**config.mk**
```make
export PLATFORM = sky130hd
export DESIGN_NAME = scan_sequencer
export DESIGN_NICKNAME = d
export VERILOG_FILES = /design/src/hdl/seq_pkg.sv /design/src/hdl/axil_reg_slave.sv /design/src/hdl/scan_sequencer.sv
export SDC_FILE = /design/constraint.sdc
export NUM_CORES = 1
export LEC_CHECK = 0
export BUFFER_PORTS_ARGS = -buffer_cell sky130_fd_sc_hd__buf_4
export CAP_MARGIN = 20
export CORE_MARGIN = 4
export CORE_UTILIZATION = 30
export CTS_BUF_LIST = sky130_fd_sc_hd__clkbuf_4 sky130_fd_sc_hd__clkbuf_8 sky130_fd_sc_hd__clkbuf_16
export DETAILED_ROUTE_END_ITERATION = 7
export SLEW_MARGIN = 20
export SYNTH_ARGS = -nofsm -noshare
export SYNTH_HDL_FRONTEND = slang
export SYNTH_SLANG_ARGS = --single-unit
```
**constraint.sdc**
```tcl
create_clock -name clk -period 10.5 [get_ports clk]
set_input_delay 2.625 -clock clk [delete_from_list [all_inputs] [get_ports clk]]
set_output_delay 2.625 -clock clk [all_outputs]
set_load 0.05 [all_outputs]
```
**src/hdl/seq_pkg.sv**
```systemverilog
// Package for the relay scan trigger sequencer: register map, fields, resets, states.
// Assumes a 32-bit AXI4-Lite register bus with byte addresses in the low ADDR_W bits.
package seq_pkg;

    // Byte address width seen by the register slave
    localparam int ADDR_W = 8;

    // Register byte offsets
    localparam logic [ADDR_W-1:0] OFS_CTRL = 8'h00;
    localparam logic [ADDR_W-1:0] OFS_SOURCE = 8'h04;
    localparam logic [ADDR_W-1:0] OFS_COUNT = 8'h08;
    localparam logic [ADDR_W-1:0] OFS_LIST_LEN = 8'h0C;
    localparam logic [ADDR_W-1:0] OFS_STATUS = 8'h10;
    localparam logic [ADDR_W-1:0] OFS_BUS_TRIG = 8'h14;
    localparam logic [ADDR_W-1:0] OFS_LIST_BASE = 8'h40;

    // Command bits of the write-only control register
    localparam int CTRL_ARM_CONT_BIT = 0;
    localparam int CTRL_ARM_SINGLE_BIT = 1;
    localparam int CTRL_ABORT_BIT = 2;
    localparam int CTRL_IMM_TRIG_BIT = 3;

    // Status register field positions
    localparam int STAT_ARMED_BIT = 0;
    localparam int STAT_RELAY_ON_BIT = 1;
    localparam int STAT_SINGLE_BIT = 2;
    localparam int STAT_CHAN_LSB = 8;
    localparam int STAT_PASS_LSB = 16;

    // Default sizes
    localparam int LIST_DEPTH_DEF = 16;
    localparam int CHAN_W_DEF = 8;
    localparam int COUNT_W = 16;

    // Trigger source selection
    typedef enum logic [1:0] {
        SRC_HOLD = 2'h0,
        SRC_EXT = 2'h1,
        SRC_BUS = 2'h2,
        SRC_IMM = 2'h3
    } trig_src_t;

    // Reset values
    localparam trig_src_t RST_SOURCE = SRC_HOLD;
    localparam logic [COUNT_W-1:0] RST_COUNT = 16'h0001;

    // Sequencer states, one-hot
    typedef enum logic [2:0] {
        S_IDLE = 3'b001,
        S_ARMED = 3'b010,
        S_CLOSE = 3'b100
    } seq_state_t;

endpackage : seq_pkg

```
**src/hdl/axil_reg_slave.sv**
```systemverilog
// AXI4-Lite slave front end: turns bus transfers into one-cycle register strobes.
// Assumes one clock; the owner answers reads combinationally from rd_addr.
module axil_reg_slave (
    input wire logic clk,
    input wire logic reset,
    input wire logic [seq_pkg::ADDR_W-1:0] s_axi_awaddr,
    input wire logic s_axi_awvalid,
    output logic s_axi_awready,
    input wire logic [31:0] s_axi_wdata,
    input wire logic [3:0] s_axi_wstrb,
    input wire logic s_axi_wvalid,
    output logic s_axi_wready,
    output logic [1:0] s_axi_bresp,
    output logic s_axi_bvalid,
    input wire logic s_axi_bready,
    input wire logic [seq_pkg::ADDR_W-1:0] s_axi_araddr,
    input wire logic s_axi_arvalid,
    output logic s_axi_arready,
    output logic [31:0] s_axi_rdata,
    output logic [1:0] s_axi_rresp,
    output logic s_axi_rvalid,
    input wire logic s_axi_rready,
    output logic wr_stb,
    output logic [seq_pkg::ADDR_W-1:0] wr_addr,
    output logic [31:0] wr_data,
    output logic [3:0] wr_strb,
    output logic rd_stb,
    output logic [seq_pkg::ADDR_W-1:0] rd_addr,
    input wire logic [31:0] rd_data
);
    import seq_pkg::*;

    logic bvalid_r; // Write response pending
    logic rvalid_r; // Read data pending
    logic [31:0] rdata_r; // Captured read word

    // Address and data are taken together, only when no response is pending
    assign wr_stb = s_axi_awvalid && s_axi_wvalid && !bvalid_r;
    assign s_axi_awready = wr_stb;
    assign s_axi_wready = wr_stb;
    assign wr_addr = s_axi_awaddr;
    assign wr_data = s_axi_wdata;
    assign wr_strb = s_axi_wstrb;

    // Read address taken while no read data is pending
    assign rd_stb = s_axi_arvalid && !rvalid_r;
    assign s_axi_arready = rd_stb;
    assign rd_addr = s_axi_araddr;

    // Every access, mapped or not, answers OKAY
    assign s_axi_bresp = 2'h0;
    assign s_axi_rresp = 2'h0;
    assign s_axi_bvalid = bvalid_r;
    assign s_axi_rvalid = rvalid_r;
    assign s_axi_rdata = rdata_r;

    // Write response one cycle after the take, held until bready
    always_ff @(posedge clk or posedge reset) begin
        if (reset) begin
            bvalid_r <= 1'b0;
        end else if (wr_stb) begin
            bvalid_r <= 1'b1;
        end else if (s_axi_bready) begin
            bvalid_r <= 1'b0;
        end
    end

    // Read data captured at the take, held until rready
    always_ff @(posedge clk or posedge reset) begin
        if (reset) begin
            rvalid_r <= 1'b0;
            rdata_r <= 32'h0000_0000;
        end else if (rd_stb) begin
            rvalid_r <= 1'b1;
            rdata_r <= rd_data;
        end else if (s_axi_rready) begin
            rvalid_r <= 1'b0;
        end
    end

endmodule : axil_reg_slave

```
**src/hdl/scan_sequencer.sv**
```systemverilog
// Trigger-driven relay scan sequencer with AXI4-Lite control registers.
// Assumes ext_trig is a synchronous one-cycle pulse; relays follow the relay_* outputs.
// Function
// Reset puts sequencer in idle.
// Continuous arm with defined list arms.
// Trigger opens current channel, closes next.
// Continuous run wraps forever until stop.
// Stop idles and opens closed relay.
// Hold source ignores all trigger sources.
// Immediate-trigger command steps even under hold.
// First trigger only closes first channel.
// Immediate source free-runs until stop.
// Pass count sets single-run traversals.
// Single run idles after programmed passes.
// Idle ignores triggers, relays unchanged.
// Immediate-trigger command acts at once.
// Continuous arm without list stays idle.
//
// Our own choices: the placing of the registers and the AXI4-Lite slave port.
module scan_sequencer #(
    parameter int LIST_DEPTH = seq_pkg::LIST_DEPTH_DEF,
    parameter int CHAN_W = seq_pkg::CHAN_W_DEF
) (
    input wire logic clk,
    input wire logic reset,
    input wire logic [seq_pkg::ADDR_W-1:0] s_axi_awaddr,
    input wire logic s_axi_awvalid,
    output logic s_axi_awready,
    input wire logic [31:0] s_axi_wdata,
    input wire logic [3:0] s_axi_wstrb,
    input wire logic s_axi_wvalid,
    output logic s_axi_wready,
    output logic [1:0] s_axi_bresp,
    output logic s_axi_bvalid,
    input wire logic s_axi_bready,
    input wire logic [seq_pkg::ADDR_W-1:0] s_axi_araddr,
    input wire logic s_axi_arvalid,
    output logic s_axi_arready,
    output logic [31:0] s_axi_rdata,
    output logic [1:0] s_axi_rresp,
    output logic s_axi_rvalid,
    input wire logic s_axi_rready,
    input wire logic ext_trig,
    output logic [CHAN_W-1:0] relay_chan,
    output logic relay_on,
    output logic relay_open_stb,
    output logic relay_close_stb
);
    import seq_pkg::*;

    localparam int IDX_W = (LIST_DEPTH > 1) ? $clog2(LIST_DEPTH) : 1;
    localparam int LEN_W = $clog2(LIST_DEPTH + 1);

    // Merge a written word into an old one by byte enables
    function automatic logic [31:0] merge_bytes(input logic [31:0] old_w,
                                                input logic [31:0] new_w,
                                                input logic [3:0] strb);
        logic [31:0] res;
        res = old_w;
        for (int b = 0; b < 4; b++) begin
            if (strb[b]) begin
                res[8*b +: 8] = new_w[8*b +: 8];
            end
        end
        return res;
    endfunction : merge_bytes

    // True when an address falls on a scan list entry
    function automatic logic list_hit(input logic [ADDR_W-1:0] addr);
        logic [ADDR_W-1:0] ofs;
        ofs = addr - OFS_LIST_BASE;
        return (addr >= OFS_LIST_BASE) && (ofs[1:0] == 2'h0) &&
               ({2'h0, ofs[ADDR_W-1:2]} < ADDR_W'(LIST_DEPTH));
    endfunction : list_hit

    // Entry index of a scan list address
    function automatic logic [IDX_W-1:0] list_sel(input logic [ADDR_W-1:0] addr);
        logic [ADDR_W-1:0] ofs;
        ofs = (addr - OFS_LIST_BASE) >> 2;
        return ofs[IDX_W-1:0];
    endfunction : list_sel

    // Register strobes from the bus front end
    logic wr_stb;
    logic [ADDR_W-1:0] wr_addr;
    logic [31:0] wr_data;
    logic [3:0] wr_strb;
    logic rd_stb;
    logic [ADDR_W-1:0] rd_addr;
    logic [31:0] rd_data;

    // Configuration registers
    trig_src_t source_r;
    logic [COUNT_W-1:0] count_r;
    logic [LEN_W-1:0] list_len_r;
    logic [CHAN_W-1:0] list_mem [LIST_DEPTH];

    // Sequencer state and its next values
    seq_state_t state_r, state_nxt;
    logic [IDX_W-1:0] idx_r, idx_nxt;
    logic single_r, single_nxt;
    logic [COUNT_W-1:0] pass_r, pass_nxt;
    logic [CHAN_W-1:0] chan_r, chan_nxt;
    logic on_r, on_nxt;
    logic open_r, open_nxt;
    logic close_r, close_nxt;

    axil_reg_slave u_bus (
        .clk(clk),
        .reset(reset),
        .s_axi_awaddr(s_axi_awaddr),
        .s_axi_awvalid(s_axi_awvalid),
        .s_axi_awready(s_axi_awready),
        .s_axi_wdata(s_axi_wdata),
        .s_axi_wstrb(s_axi_wstrb),
        .s_axi_wvalid(s_axi_wvalid),
        .s_axi_wready(s_axi_wready),
        .s_axi_bresp(s_axi_bresp),
        .s_axi_bvalid(s_axi_bvalid),
        .s_axi_bready(s_axi_bready),
        .s_axi_araddr(s_axi_araddr),
        .s_axi_arvalid(s_axi_arvalid),
        .s_axi_arready(s_axi_arready),
        .s_axi_rdata(s_axi_rdata),
        .s_axi_rresp(s_axi_rresp),
        .s_axi_rvalid(s_axi_rvalid),
        .s_axi_rready(s_axi_rready),
        .wr_stb(wr_stb),
        .wr_addr(wr_addr),
        .wr_data(wr_data),
        .wr_strb(wr_strb),
        .rd_stb(rd_stb),
        .rd_addr(rd_addr),
        .rd_data(rd_data)
    );

    // Command decode; commands live in the low byte of the control word
    wire ctrl_wr = wr_stb && (wr_addr == OFS_CTRL) && wr_strb[0];
    wire arm_cont_cmd = ctrl_wr && wr_data[CTRL_ARM_CONT_BIT];
    wire arm_single_cmd = ctrl_wr && wr_data[CTRL_ARM_SINGLE_BIT];
    wire abort_cmd = ctrl_wr && wr_data[CTRL_ABORT_BIT];
    wire imm_trig_cmd = ctrl_wr && wr_data[CTRL_IMM_TRIG_BIT];
    wire bus_trig_cmd = wr_stb && (wr_addr == OFS_BUS_TRIG);
    wire is_idle = (state_r == S_IDLE);
    wire list_defined = (list_len_r != '0);

    // Source gating: hold passes nothing, immediate fires every armed cycle
    wire src_fire = (source_r == SRC_IMM) ||
                    ((source_r == SRC_EXT) && ext_trig) ||
                    ((source_r == SRC_BUS) && bus_trig_cmd);
    wire trig_fire = imm_trig_cmd || src_fire;

    // Position in the list and end-of-run detection
    wire at_last = ({{(32-IDX_W){1'b0}}, idx_r} == 32'(list_len_r) - 32'd1);
    wire last_done = at_last && single_r && (pass_r == 16'h0001);
    wire [IDX_W-1:0] idx_wrap = at_last ? '0 : IDX_W'(idx_r + 1'b1);

    // Configuration writes; list and length only change while idle
    always_ff @(posedge clk or posedge reset) begin
        if (reset) begin
            source_r <= RST_SOURCE;
            count_r <= RST_COUNT;
            list_len_r <= '0;
        end else if (wr_stb) begin
            if (wr_addr == OFS_SOURCE && wr_strb[0]) begin
                source_r <= trig_src_t'(wr_data[1:0]);
            end
            if (wr_addr == OFS_COUNT) begin
                count_r <= COUNT_W'(merge_bytes({16'h0000, count_r}, wr_data,
                                                wr_strb));
            end
            if (wr_addr == OFS_LIST_LEN && wr_strb[0] && is_idle &&
                wr_data[7:0] <= 8'(LIST_DEPTH)) begin
                list_len_r <= LEN_W'(wr_data[7:0]);
            end
        end
    end

    // Scan list entries, flip-flop storage indexed by entry
    always_ff @(posedge clk or posedge reset) begin
        if (reset) begin
            for (int i = 0; i < LIST_DEPTH; i++) begin
                list_mem[i] <= '0;
            end
        end else if (wr_stb && is_idle && list_hit(wr_addr)) begin
            list_mem[list_sel(wr_addr)] <= CHAN_W'(merge_bytes(
                32'(list_mem[list_sel(wr_addr)]), wr_data, wr_strb));
        end
    end

    // Read multiplexer; unmapped addresses read as zero
    always_comb begin
        rd_data = 32'h0000_0000;
        if (rd_addr == OFS_SOURCE) begin
            rd_data[1:0] = source_r;
        end else if (rd_addr == OFS_COUNT) begin
            rd_data[COUNT_W-1:0] = count_r;
        end else if (rd_addr == OFS_LIST_LEN) begin
            rd_data[LEN_W-1:0] = list_len_r;
        end else if (rd_addr == OFS_STATUS) begin
            rd_data[STAT_ARMED_BIT] = !is_idle;
            rd_data[STAT_RELAY_ON_BIT] = on_r;
            rd_data[STAT_SINGLE_BIT] = single_r;
            rd_data[STAT_CHAN_LSB +: CHAN_W] = chan_r;
            rd_data[STAT_PASS_LSB +: COUNT_W] = pass_r;
        end else if (list_hit(rd_addr)) begin
            rd_data[CHAN_W-1:0] = list_mem[list_sel(rd_addr)];
        end
    end

    // Sequencer next-state logic
    always_comb begin
        state_nxt = state_r;
        idx_nxt = idx_r;
        single_nxt = single_r;
        pass_nxt = pass_r;
        chan_nxt = chan_r;
        on_nxt = on_r;
        open_nxt = 1'b0;
        close_nxt = 1'b0;
        case (state_r)
            S_IDLE: begin
                // Triggers are not looked at here
                if (arm_cont_cmd && list_defined) begin
                    state_nxt = S_ARMED;
                    idx_nxt = '0;
                    single_nxt = 1'b0;
                end else if (arm_single_cmd && list_defined && count_r != '0) begin
                    state_nxt = S_ARMED;
                    idx_nxt = '0;
                    single_nxt = 1'b1;
                    pass_nxt = count_r;
                end
            end
            S_ARMED: begin
                if (abort_cmd) begin
                    // Stop wins over a trigger in the same cycle
                    state_nxt = S_IDLE;
                    if (on_r) begin
                        on_nxt = 1'b0;
                        open_nxt = 1'b1;
                    end
                end else if (trig_fire && !on_r) begin
                    // Nothing closed yet: close the current entry only
                    on_nxt = 1'b1;
                    close_nxt = 1'b1;
                    chan_nxt = list_mem[idx_r];
                end else if (trig_fire) begin
                    // Open the closed channel first, close the next one after
                    on_nxt = 1'b0;
                    open_nxt = 1'b1;
                    if (last_done) begin
                        state_nxt = S_IDLE;
                    end else begin
                        state_nxt = S_CLOSE;
                        idx_nxt = idx_wrap;
                        if (at_last && single_r) begin
                            pass_nxt = pass_r - 16'h0001;
                        end
                    end
                end
            end
            S_CLOSE: begin
                if (abort_cmd) begin
                    // Relay is already open during this step
                    state_nxt = S_IDLE;
                end else begin
                    state_nxt = S_ARMED;
                    on_nxt = 1'b1;
                    close_nxt = 1'b1;
                    chan_nxt = list_mem[idx_r];
                end
            end
            default: begin
                state_nxt = S_IDLE;
            end
        endcase
    end

    // Sequencer registers
    always_ff @(posedge clk or posedge reset) begin
        if (reset) begin
            state_r <= S_IDLE;
            idx_r <= '0;
            single_r <= 1'b0;
            pass_r <= '0;
            chan_r <= '0;
            on_r <= 1'b0;
            open_r <= 1'b0;
            close_r <= 1'b0;
        end else begin
            state_r <= state_nxt;
            idx_r <= idx_nxt;
            single_r <= single_nxt;
            pass_r <= pass_nxt;
            chan_r <= chan_nxt;
            on_r <= on_nxt;
            open_r <= open_nxt;
            close_r <= close_nxt;
        end
    end

    // Relay drive outputs
    assign relay_chan = chan_r;
    assign relay_on = on_r;
    assign relay_open_stb = open_r;
    assign relay_close_stb = close_r;

    // Checks
    property p_reset_idle;
        @(posedge clk) $fell(reset) |-> (state_r == S_IDLE) && !on_r;
    endproperty
    a_reset_idle: assert property (p_reset_idle) else $error("not idle after reset");

    property p_arm_cont;
        @(posedge clk) disable iff (reset)
        is_idle && arm_cont_cmd && list_defined |=> state_r == S_ARMED && !single_r;
    endproperty
    a_arm_cont: assert property (p_arm_cont) else $error("continuous arm failed");

    property p_no_list;
        @(posedge clk) disable iff (reset)
        is_idle && !list_defined && (arm_cont_cmd || arm_single_cmd)
            |=> is_idle && $stable(on_r) && !close_r && !open_r;
    endproperty
    a_no_list: assert property (p_no_list) else $error("armed without list");

    property p_step_order;
        @(posedge clk) disable iff (reset)
        state_r == S_ARMED && trig_fire && on_r && !abort_cmd && !last_done
            |=> open_r && !close_r ##1 ($past(abort_cmd) ? is_idle :
                (close_r && on_r && chan_r == list_mem[idx_r]));
    endproperty
    a_step_order: assert property (p_step_order) else $error("step not open then close");

    property p_wrap;
        @(posedge clk) disable iff (reset)
        state_r == S_ARMED && trig_fire && on_r && at_last && !single_r && !abort_cmd
            |=> state_r == S_CLOSE && idx_r == '0;
    endproperty
    a_wrap: assert property (p_wrap) else $error("continuous run did not wrap");

    property p_abort;
        @(posedge clk) disable iff (reset)
        !is_idle && abort_cmd |=> is_idle && !on_r && (open_r == $past(on_r));
    endproperty
    a_abort: assert property (p_abort) else $error("stop did not idle and open");

    property p_hold;
        @(posedge clk) disable iff (reset)
        state_r == S_ARMED && source_r == SRC_HOLD && !imm_trig_cmd
            |=> !open_r && !close_r;
    endproperty
    a_hold: assert property (p_hold) else $error("step under hold");

    property p_imm_cmd;
        @(posedge clk) disable iff (reset)
        state_r == S_ARMED && imm_trig_cmd && !abort_cmd |=> open_r || close_r;
    endproperty
    a_imm_cmd: assert property (p_imm_cmd) else $error("immediate command did not step");

    property p_first;
        @(posedge clk) disable iff (reset)
        state_r == S_ARMED && trig_fire && !on_r && !abort_cmd
            |=> close_r && !open_r && chan_r == list_mem[$past(idx_r)];
    endproperty
    a_first: assert property (p_first) else $error("first trigger wrong");

    property p_imm_src;
        @(posedge clk) disable iff (reset)
        state_r == S_ARMED && source_r == SRC_IMM && !abort_cmd |=> open_r || close_r;
    endproperty
    a_imm_src: assert property (p_imm_src) else $error("immediate source stalled");

    property p_pass_load;
        @(posedge clk) disable iff (reset)
        is_idle && arm_single_cmd && !arm_cont_cmd && list_defined && count_r != '0
            |=> single_r && pass_r == $past(count_r);
    endproperty
    a_pass_load: assert property (p_pass_load) else $error("pass count not loaded");

    property p_single_end;
        @(posedge clk) disable iff (reset)
        state_r == S_ARMED && trig_fire && on_r && last_done && !abort_cmd
            |=> is_idle && open_r && !on_r;
    endproperty
    a_single_end: assert property (p_single_end) else $error("single run did not end");

    property p_idle_quiet;
        @(posedge clk) disable iff (reset)
        is_idle |=> !close_r && $stable(chan_r);
    endproperty
    a_idle_quiet: assert property (p_idle_quiet) else $error("relay moved while idle");

    c_single_done: cover property (@(posedge clk) disable iff (reset)
        state_r == S_ARMED ##1 is_idle && open_r && !$past(abort_cmd));
    c_abort_on: cover property (@(posedge clk) disable iff (reset) abort_cmd && on_r);
    c_wrap: cover property (@(posedge clk) disable iff (reset)
        state_r == S_CLOSE && idx_r == '0 && !single_r);

endmodule : scan_sequencer

```
==> key figures, run 1 <==
Power
  • Combinational Power Share: 0.104
  • Net load switching power: 0.508 mW
  • P_int: 1.49 mW
  • Maximum VDD drop: roughly 130 uV
  • PwrDens: 139 nW/um2
  • Switching Share: 0.254
  • Clock share of power: 0.450
  • Sequential power share: 0.446
  • LEAKAGE: 6.22 nW

Worst setup path
  • Crit path launch type: primary input
  • Critical path capture point type: output pin
  • Required @ worst endpoint: ~7.9 ns
  • Worst Path Max Fanout: 22
  • Setup CP Type: in2out
  • Critical Path AT: between 3 and 4 ns

Placed design
  • GPL Wtd Cong: 0.827
  • Setup Slack @ Placement: 4.31 ns
  • Dpl hpwl: between 20000 and 25000 um
  • Placed inst area: 13600 um2
  • # port buffers: about 90

Global route
  • Initial antenna violation count: 2
  • Largest net degree at the start of global routing: 76
  • Remaining Overflow, GRT: 0
  • Vias in the first global route: 9076
  • Aggregate global-route resource usage: 0.163
  • First-pass GRT wire length: between 50000 and 60000 um

Yosys
  • Warnings, synthesis: 0
  • EDFF count, synth: 0
  • Flops & latches, synth: 220
  • Prevailing post-synth register cell: dfrtp_1
  • Synth unique cells: between 70 and 80
  • Syn Inst Count: 1076
  • Ys async rst share: 1.00
  • Synthesized area per cell: 11.6 um2
  • Post-Syn Area: ~12000 um2
  • Seq/Total Area, Yosys: 0.441

Timing
  • Hold Slack: 0.501 ns
  • Fin Setup TNS: 0 ns
  • Worst-Margin Slew: 1.05 ns
  • Fin. Hold Viols: 0
  • Max Freq: between 0.15 and 0.2 GHz
  • Period minus WS final: just over 6 ns
  • Final setup vio count: 0
  • Final Max Tran Viols: 0
  • RSZ-0062 raised after global routing: false
  • Final worst setup slack: between 4 and 5 ns
  • Crit share post-route: 0.592
  • Worst clock skew: around 0.028 ns
  • Max_slew headroom: 0.301

Cells and area
  • Final instance area: around 14000 um2
  • Share of cells above drive strength 1: 0.305
  • P&R area growth vs syn: 15.7%
  • Final net count: roughly 1200
  • # fillers: approximately 4000

CTS
  • CTS Root Cell: clkbuf_16
  • Setup bufs post-CTS: 0
  • Num CTS Buffers: 25
  • Clock transition at the registers of the reported paths: 0.06 ns
  • Post-cts repair resize count: 0
  • TritonCTS clock tree: yes
  • CTS sink count: 220
  • Hold_buf cts: 0
  • CTS H-tree lvls: 1
  • Max Root-Sink Buffers: 3
  • Latest clock arrival within the worst-skew pair: between 0.5 and 0.6 ns

Floorplanning
  • Chip Height: approximately 210 um
  • Row count: 74
  • Die W: around 210 um
  • I/O Pins: between 100 and 150
  • Initial core utilization: 0.304
  • Die area: about 45000 um2
  • Total core area: a little over 40000 um2

Drt
  • Routed WL per cell: roughly 22 um
  • Vias/cell: about 5.6
  • Antenna Violating Nets Remaining: 0
  • DRT Pass-1 Iters: 5
  • DR DRC count: 0
  • Initial detailed-routing violation count: 848
  • DR vias: 9400
  • WL final: between 30000 and 40000 um

Run
  • Maxcap violations: 0

Worst hold path
  • Hold Path Class: reg2reg

Outcome
  • Outcome: completed
## routing by layer
metal	vias to the layer above	GRT usage	share of wire
li1	4195	-	-
met1	4718	0.220	0.40
met2	417	0.275	0.49
met3	68	0.0261	0.076
met4	2	0.0458	0.029
met5	-	0	0.00037
## power groups by stage
stage / Clock, mW / Combinational [mW] / Sequential (mW)
after global routing: 0.961 / 0.224 / 0.896
final: 0.901 / 0.208 / 0.893
after global placement: 0 / 0.208 / 0.906
after floorplan: 0 / 0.124 / 0.925
after CTS: 0.924 / 0.210 / 0.893
after detailed placement: 0 / 0.210 / 0.908
## kinds of logic after synthesis
group,count (synthesis),synth area share
and+or+nand+nor,326,0.126
AOI/OAI and AO/OA,252,0.125
DFF,220,0.441
muxes,163,0.262
buffers and inverters,105,0.0384
xor gates and xnor gates,5,0.00351
adders and majority gates,4,0.00401
other,1,0.000300
## final timing paths
kind	start	slack (ns)	to	depth (start not counted)
max	s_axi_arvalid	4.29	s_axi_arready	4
min	u_bus.s_axi_bvalid	0.50	u_bus.s_axi_bvalid	1
max reg2reg	state_r[0]	7.48	pass_r[5]	6
min reg2reg	u_bus.s_axi_bvalid	0.50	u_bus.s_axi_bvalid	1
max in group asynchronous	reset	6.95	list_mem[107]	3
min in group asynchronous	reset	2.15	u_bus.s_axi_rdata[21]	2
## cell type report
| cell class | count | area [um2] | share of cell area |
|---|---|---|---|
| multi-input cells | 754 | 6530 | 0.452 |
| repair buffers | 106 | 796 | 0.0551 |
| well taps | 532 | 666 | 0.0461 |
| clock inverters | 6 | 95.1 | 0.00658 |
| clock buffers | 38 | 754 | 0.0522 |
| inverters | 22 | 90.1 | 0.00624 |
| diodes | 1 | 2.50 | 0.000173 |
| flip-flops and latches | 220 | 5510 | 0.381 |
## per-stage QoR
stage,instances,total power [mW],util
6_report,1679,2.00,0.352
3_5_place_dp,1634,1.12,0.331
2_1_floorplan,1079,1.05,-
5_1_grt,1678,2.08,0.352
3_3_place_gp,1634,1.11,0.331
4_1_cts,1678,2.03,0.352
## state kept, by name, summed over array words and instances, names as in the netlist
register,cells
count_r,16
idx_r,4
list_len_r,5
list_mem,128
pass_r,16
relay_chan,8
relay_close_stb,1
relay_on,1
relay_open_stb,1
single_r,1
source_r,2
state_r,3
u_bus.s_axi_bvalid,1
u_bus.s_axi_rdata,32
u_bus.s_axi_rvalid,1
## Yosys cell counts, types with 3 or more instances
cell type	instances	area share
mux2_2	33	0.030
nor2_1	183	0.055
and3_1	4	0.0020
nor3_1	20	0.0080
ha_1	4	0.0040
o211ai_1	3	0.0018
a21oi_1	142	0.057
or4_1	4	0.0024
inv_2	3	0.00090
a221oi_1	9	0.0063
and2_1	6	0.0030
nor2b_1	6	0.0030
nand4_1	9	0.0045
mux4_2	120	0.22
buf_2	13	0.0052
a32oi_1	3	0.0021
o22ai_1	5	0.0025
inv_1	19	0.0057
o21ai_0	20	0.0080
or3_1	6	0.0030
a31oi_1	9	0.0045
nand3_1	23	0.0092
a22o_1	15	0.011
a211oi_1	9	0.0054
dfrtp_1	218	0.44
buf_1	8	0.0024
a21oi_2	3	0.0021
buf_4	16	0.0096
nor4_1	7	0.0035
clkbuf_1	44	0.013
mux2i_4	7	0.013
or4_2	3	0.0021
nand2b_1	9	0.0045
xor2_1	3	0.0021
a22oi_1	10	0.0060
nand2_1	28	0.0084
## cell usage in the layout (no fill, tap or decap), types with 4 or more instances in the layout
cell type	instances
nand3_1	23
or4_1	4
nand2b_1	9
nor2b_1	6
nand2_1	28
nor2_1	176
ha_1	4
a211oi_1	9
a31oi_1	9
clkbuf_4	8
and2_1	6
inv_1	18
buf_4	106
mux2_2	33
nand4_1	9
a22oi_1	10
nor4_1	7
nor3_1	19
o22ai_1	5
mux2i_4	7
a21oi_1	142
mux4_2	120
dfrtp_1	217
a22o_1	15
clkbuf_8	5
conb_1	4
a221oi_1	9
or3_1	6
nor2_2	7
and3_1	4
o21ai_0	20
clkbuf_16	25
## worst max-delay path, stage by stage
cell     delay [ns]
buf_4          0.07
nand2_1        0.05
inv_1          0.50
buf_4          0.33
No activity file was read; power rests on OpenSTA's default activity.
==> inputs of run 2 (changes only) <==
Settings changed: ABC_AREA set to 1.
Clock period 10.5 ns to 5.5 ns, I/O delays scaled along.
==> key figures, run 2 <==
Outcome
  • Outcome: completed

Worst setup path
  • Crit-path cells: buf_4 -> nand2_1 -> inv_2 -> nand2_1 -> o21ai_0 -> o21ai_0 -> nand3_1 -> o22ai_2 -> o21ai_0
  • Required @ worst endpoint: between 5 and 6 ns
  • Crit path launch type: primary input
  • Slowest CP cell: o22ai_2
  • Critical path capture point type: register
  • Worst Path Max Fanout: 24
  • Setup CP Type: in2reg
  • Cells on worst reg2reg path: 10
  • Critical Path AT: 3.96 ns
  • Most frequent CP cell: o21ai_0
  • CP peak stage delay: 0.65 ns

Power
  • Tot Pwr: 5.12 mW
  • PwrDens: roughly 350 nW/um2
  • Maximum VDD drop: between 200 and 250 uV
  • LEAKAGE: between 6 and 7 nW

Cells and area
  • Post-layout util: 0.357
  • Top reg by flops: list_mem
  • Final net count: 1825
  • Most frequent cells in the layout: 513 x nand2_1, 276 x o21ai_0, 217 x dfrtp_1
  • # diodes: 0
  • Largest register FFs: approximately 130
  • Most common cell after layout, fill and taps aside: nand2_1
  • P&R area growth vs syn: 16.6%
  • Post-route insts no fill: roughly 2300
  • Share of cells above drive strength 1: 0.116

Timing
  • Fin Setup TNS: 0 ns
  • RSZ-0062 raised after global routing: false
  • Final setup vio count: 0
  • Worst clock skew: ~0.021 ns
  • Crit share post-route: 0.652
  • Period minus WS final: around 3.6 ns
  • Worst-Margin Slew: about 1.2 ns
  • Fin. Hold Viols: 0
  • Max_slew headroom: 0.196
  • Final Max Tran Viols: 0
  • Max Freq: 0.279 GHz
  • Final worst setup slack: about 1.9 ns

Run
  • Maxcap violations: 0

Yosys
  • Compound-gate portion of the synthesized area: 0.216
  • Synth unique cells: 45
  • Portion of netlist area occupied by mux cells: 0.00804
  • Combinational family with the most area after synthesis: simple AND/OR/NAND/NOR gates
  • Yosys top cell by area: dfrtp_1
  • Share of the synthesized area in the top cell type: 0.433
  • Warnings, synthesis: 0
  • Ys async rst share: 1.00
  • Commonest cells in the netlist: 513 x nand2_1, 276 x o21ai_0, 218 x dfrtp_1
  • Seq/Total Area, Yosys: 0.437
  • Area share of and/or/nand/nor cells after synthesis: 0.255
  • EDFF count, synth: 0
  • Prevailing post-synth register cell: dfrtp_1
  • Post-Syn Area: between 10000 and 15000 um2
  • Flops & latches, synth: 220
  • Top post-synthesis cells by area: dfrtp_1 43%, nand2_1 15%, o21ai_0 11%
  • Synthesized area per cell: 7.33 um2
  • Post-Synth Adder-Cell Area: 0.00397
  • Syn Inst Count: 1719
  • Post-Synth XOR/XNOR Area: 0.00417
  • Most frequent cell after synthesis: nand2_1

Global route
  • Initial antenna violation count: 0
  • GR Util met2: 0.318
  • First-pass GRT wire length: roughly 71000 um
  • Aggregate global-route resource usage: 0.200
  • Remaining Overflow, GRT: 0
  • Largest net degree at the start of global routing: 85
  • Met3 usage: 0.0431
  • Global route hottest layer: met2
  • Vias in the first global route: roughly 12000
  • Met1 usage: 0.269

Drt
  • Routed WL per cell: a little over 20 um
  • DRT Pass-1 Iters: 6
  • Vias/cell: between 5 and 6
  • WL final: ~47000 um
  • Antenna Violating Nets Remaining: 0
  • DR DRC count: 0
  • Initial detailed-routing violation count: between 1500 and 2000
  • DR vias: between 10000 and 15000

Placed design
  • Setup Slack @ Placement: about 1.5 ns
  • # port buffers: between 80 and 90
  • GPL Wtd Cong: ~0.93
  • Dpl hpwl: approximately 31000 um
  • Cells after DPL: approximately 2300

CTS
  • CTS Root Cell: clkbuf_16
  • CTS H-tree lvls: 1
  • Max Root-Sink Buffers: 3
  • Clock transition at the registers of the reported paths: ~0.07 ns
  • CTS sink count: 220
  • Setup bufs post-CTS: 0
  • Num CTS Buffers: 27
  • Hold_buf cts: 0
  • TritonCTS clock tree: yes
  • Post-cts repair resize count: 0
  • Latest clock arrival within the worst-skew pair: 0.55 ns

Floorplanning
  • I/O Pins: 112
  • Die area: between 40000 and 50000 um2
  • Row count: 74
  • Initial core utilization: 0.306
  • Die W: around 210 um
  • Chip Height: roughly 210 um
  • Total core area: ~41000 um2

Worst hold path
  • Hold Path Class: reg2reg
  • Worst hold stages: 2
==> run 2: cell type report <==
type                    instances  area [um2]
inverters                     126         477
clock inverters                15         230
clock buffers                  35         754
multi-input cells            1274        6180
repair buffers                112         878
well taps                     532         666
flip-flops and latches        220        5510
fillers                      4315       26500
==> run 2: final timing paths <==
check	to	startpoint	slack [ns]
max in group asynchronous	list_mem[108]	reset	3.71
min reg2reg	pass_r[14]	pass_r[14]	0.47
min	pass_r[14]	pass_r[14]	0.47
max	list_mem[19]	s_axi_awaddr[2]	1.91
max reg2reg	pass_r[9]	idx_r[3]	2.19
min in group asynchronous	u_bus.s_axi_rdata[2]	reset	0.79
==> run 2: stage by stage <==
stage | hold slack, ns | instance area [um2]
detailed placement | 0.461 | 13700
CTS | 0.477 | 14700
global placement | 0.456 | 13700
floorplan | 0.442 | 12600
global route | 0.505 | 14700
finish | 0.470 | 14700
==> run 2: metal layers <==
layer | up-vias | routed length (um)
li1 | 5891 | -
met1 | 6050 | 19400
met2 | 713 | 21000
met3 | 133 | 4720
met4 | 0 | 1790
met5 | - | 0
==> run 2: cell families after synthesis <==
group	Yosys count
flops	220
mux	9
other cells	1
compound gates	472
fa+ha+maj	4
buf+inv	228
xor+xnor	6
simple gates	779
==> run 2: report_power, final <==
group          internal (mW)  switching, mW  total, mW
clock                   1.21          0.751       1.96
sequential              1.70         0.0871       1.78
combinational          0.390          0.983       1.37
==> run 2: critical path, delay by kind of cell <==
kind	cells	cell delay, ns
AO/OA/AOI/OAI	4	1.29
buffers and inverters	2	0.57
AND/OR/NAND/NOR	3	0.72
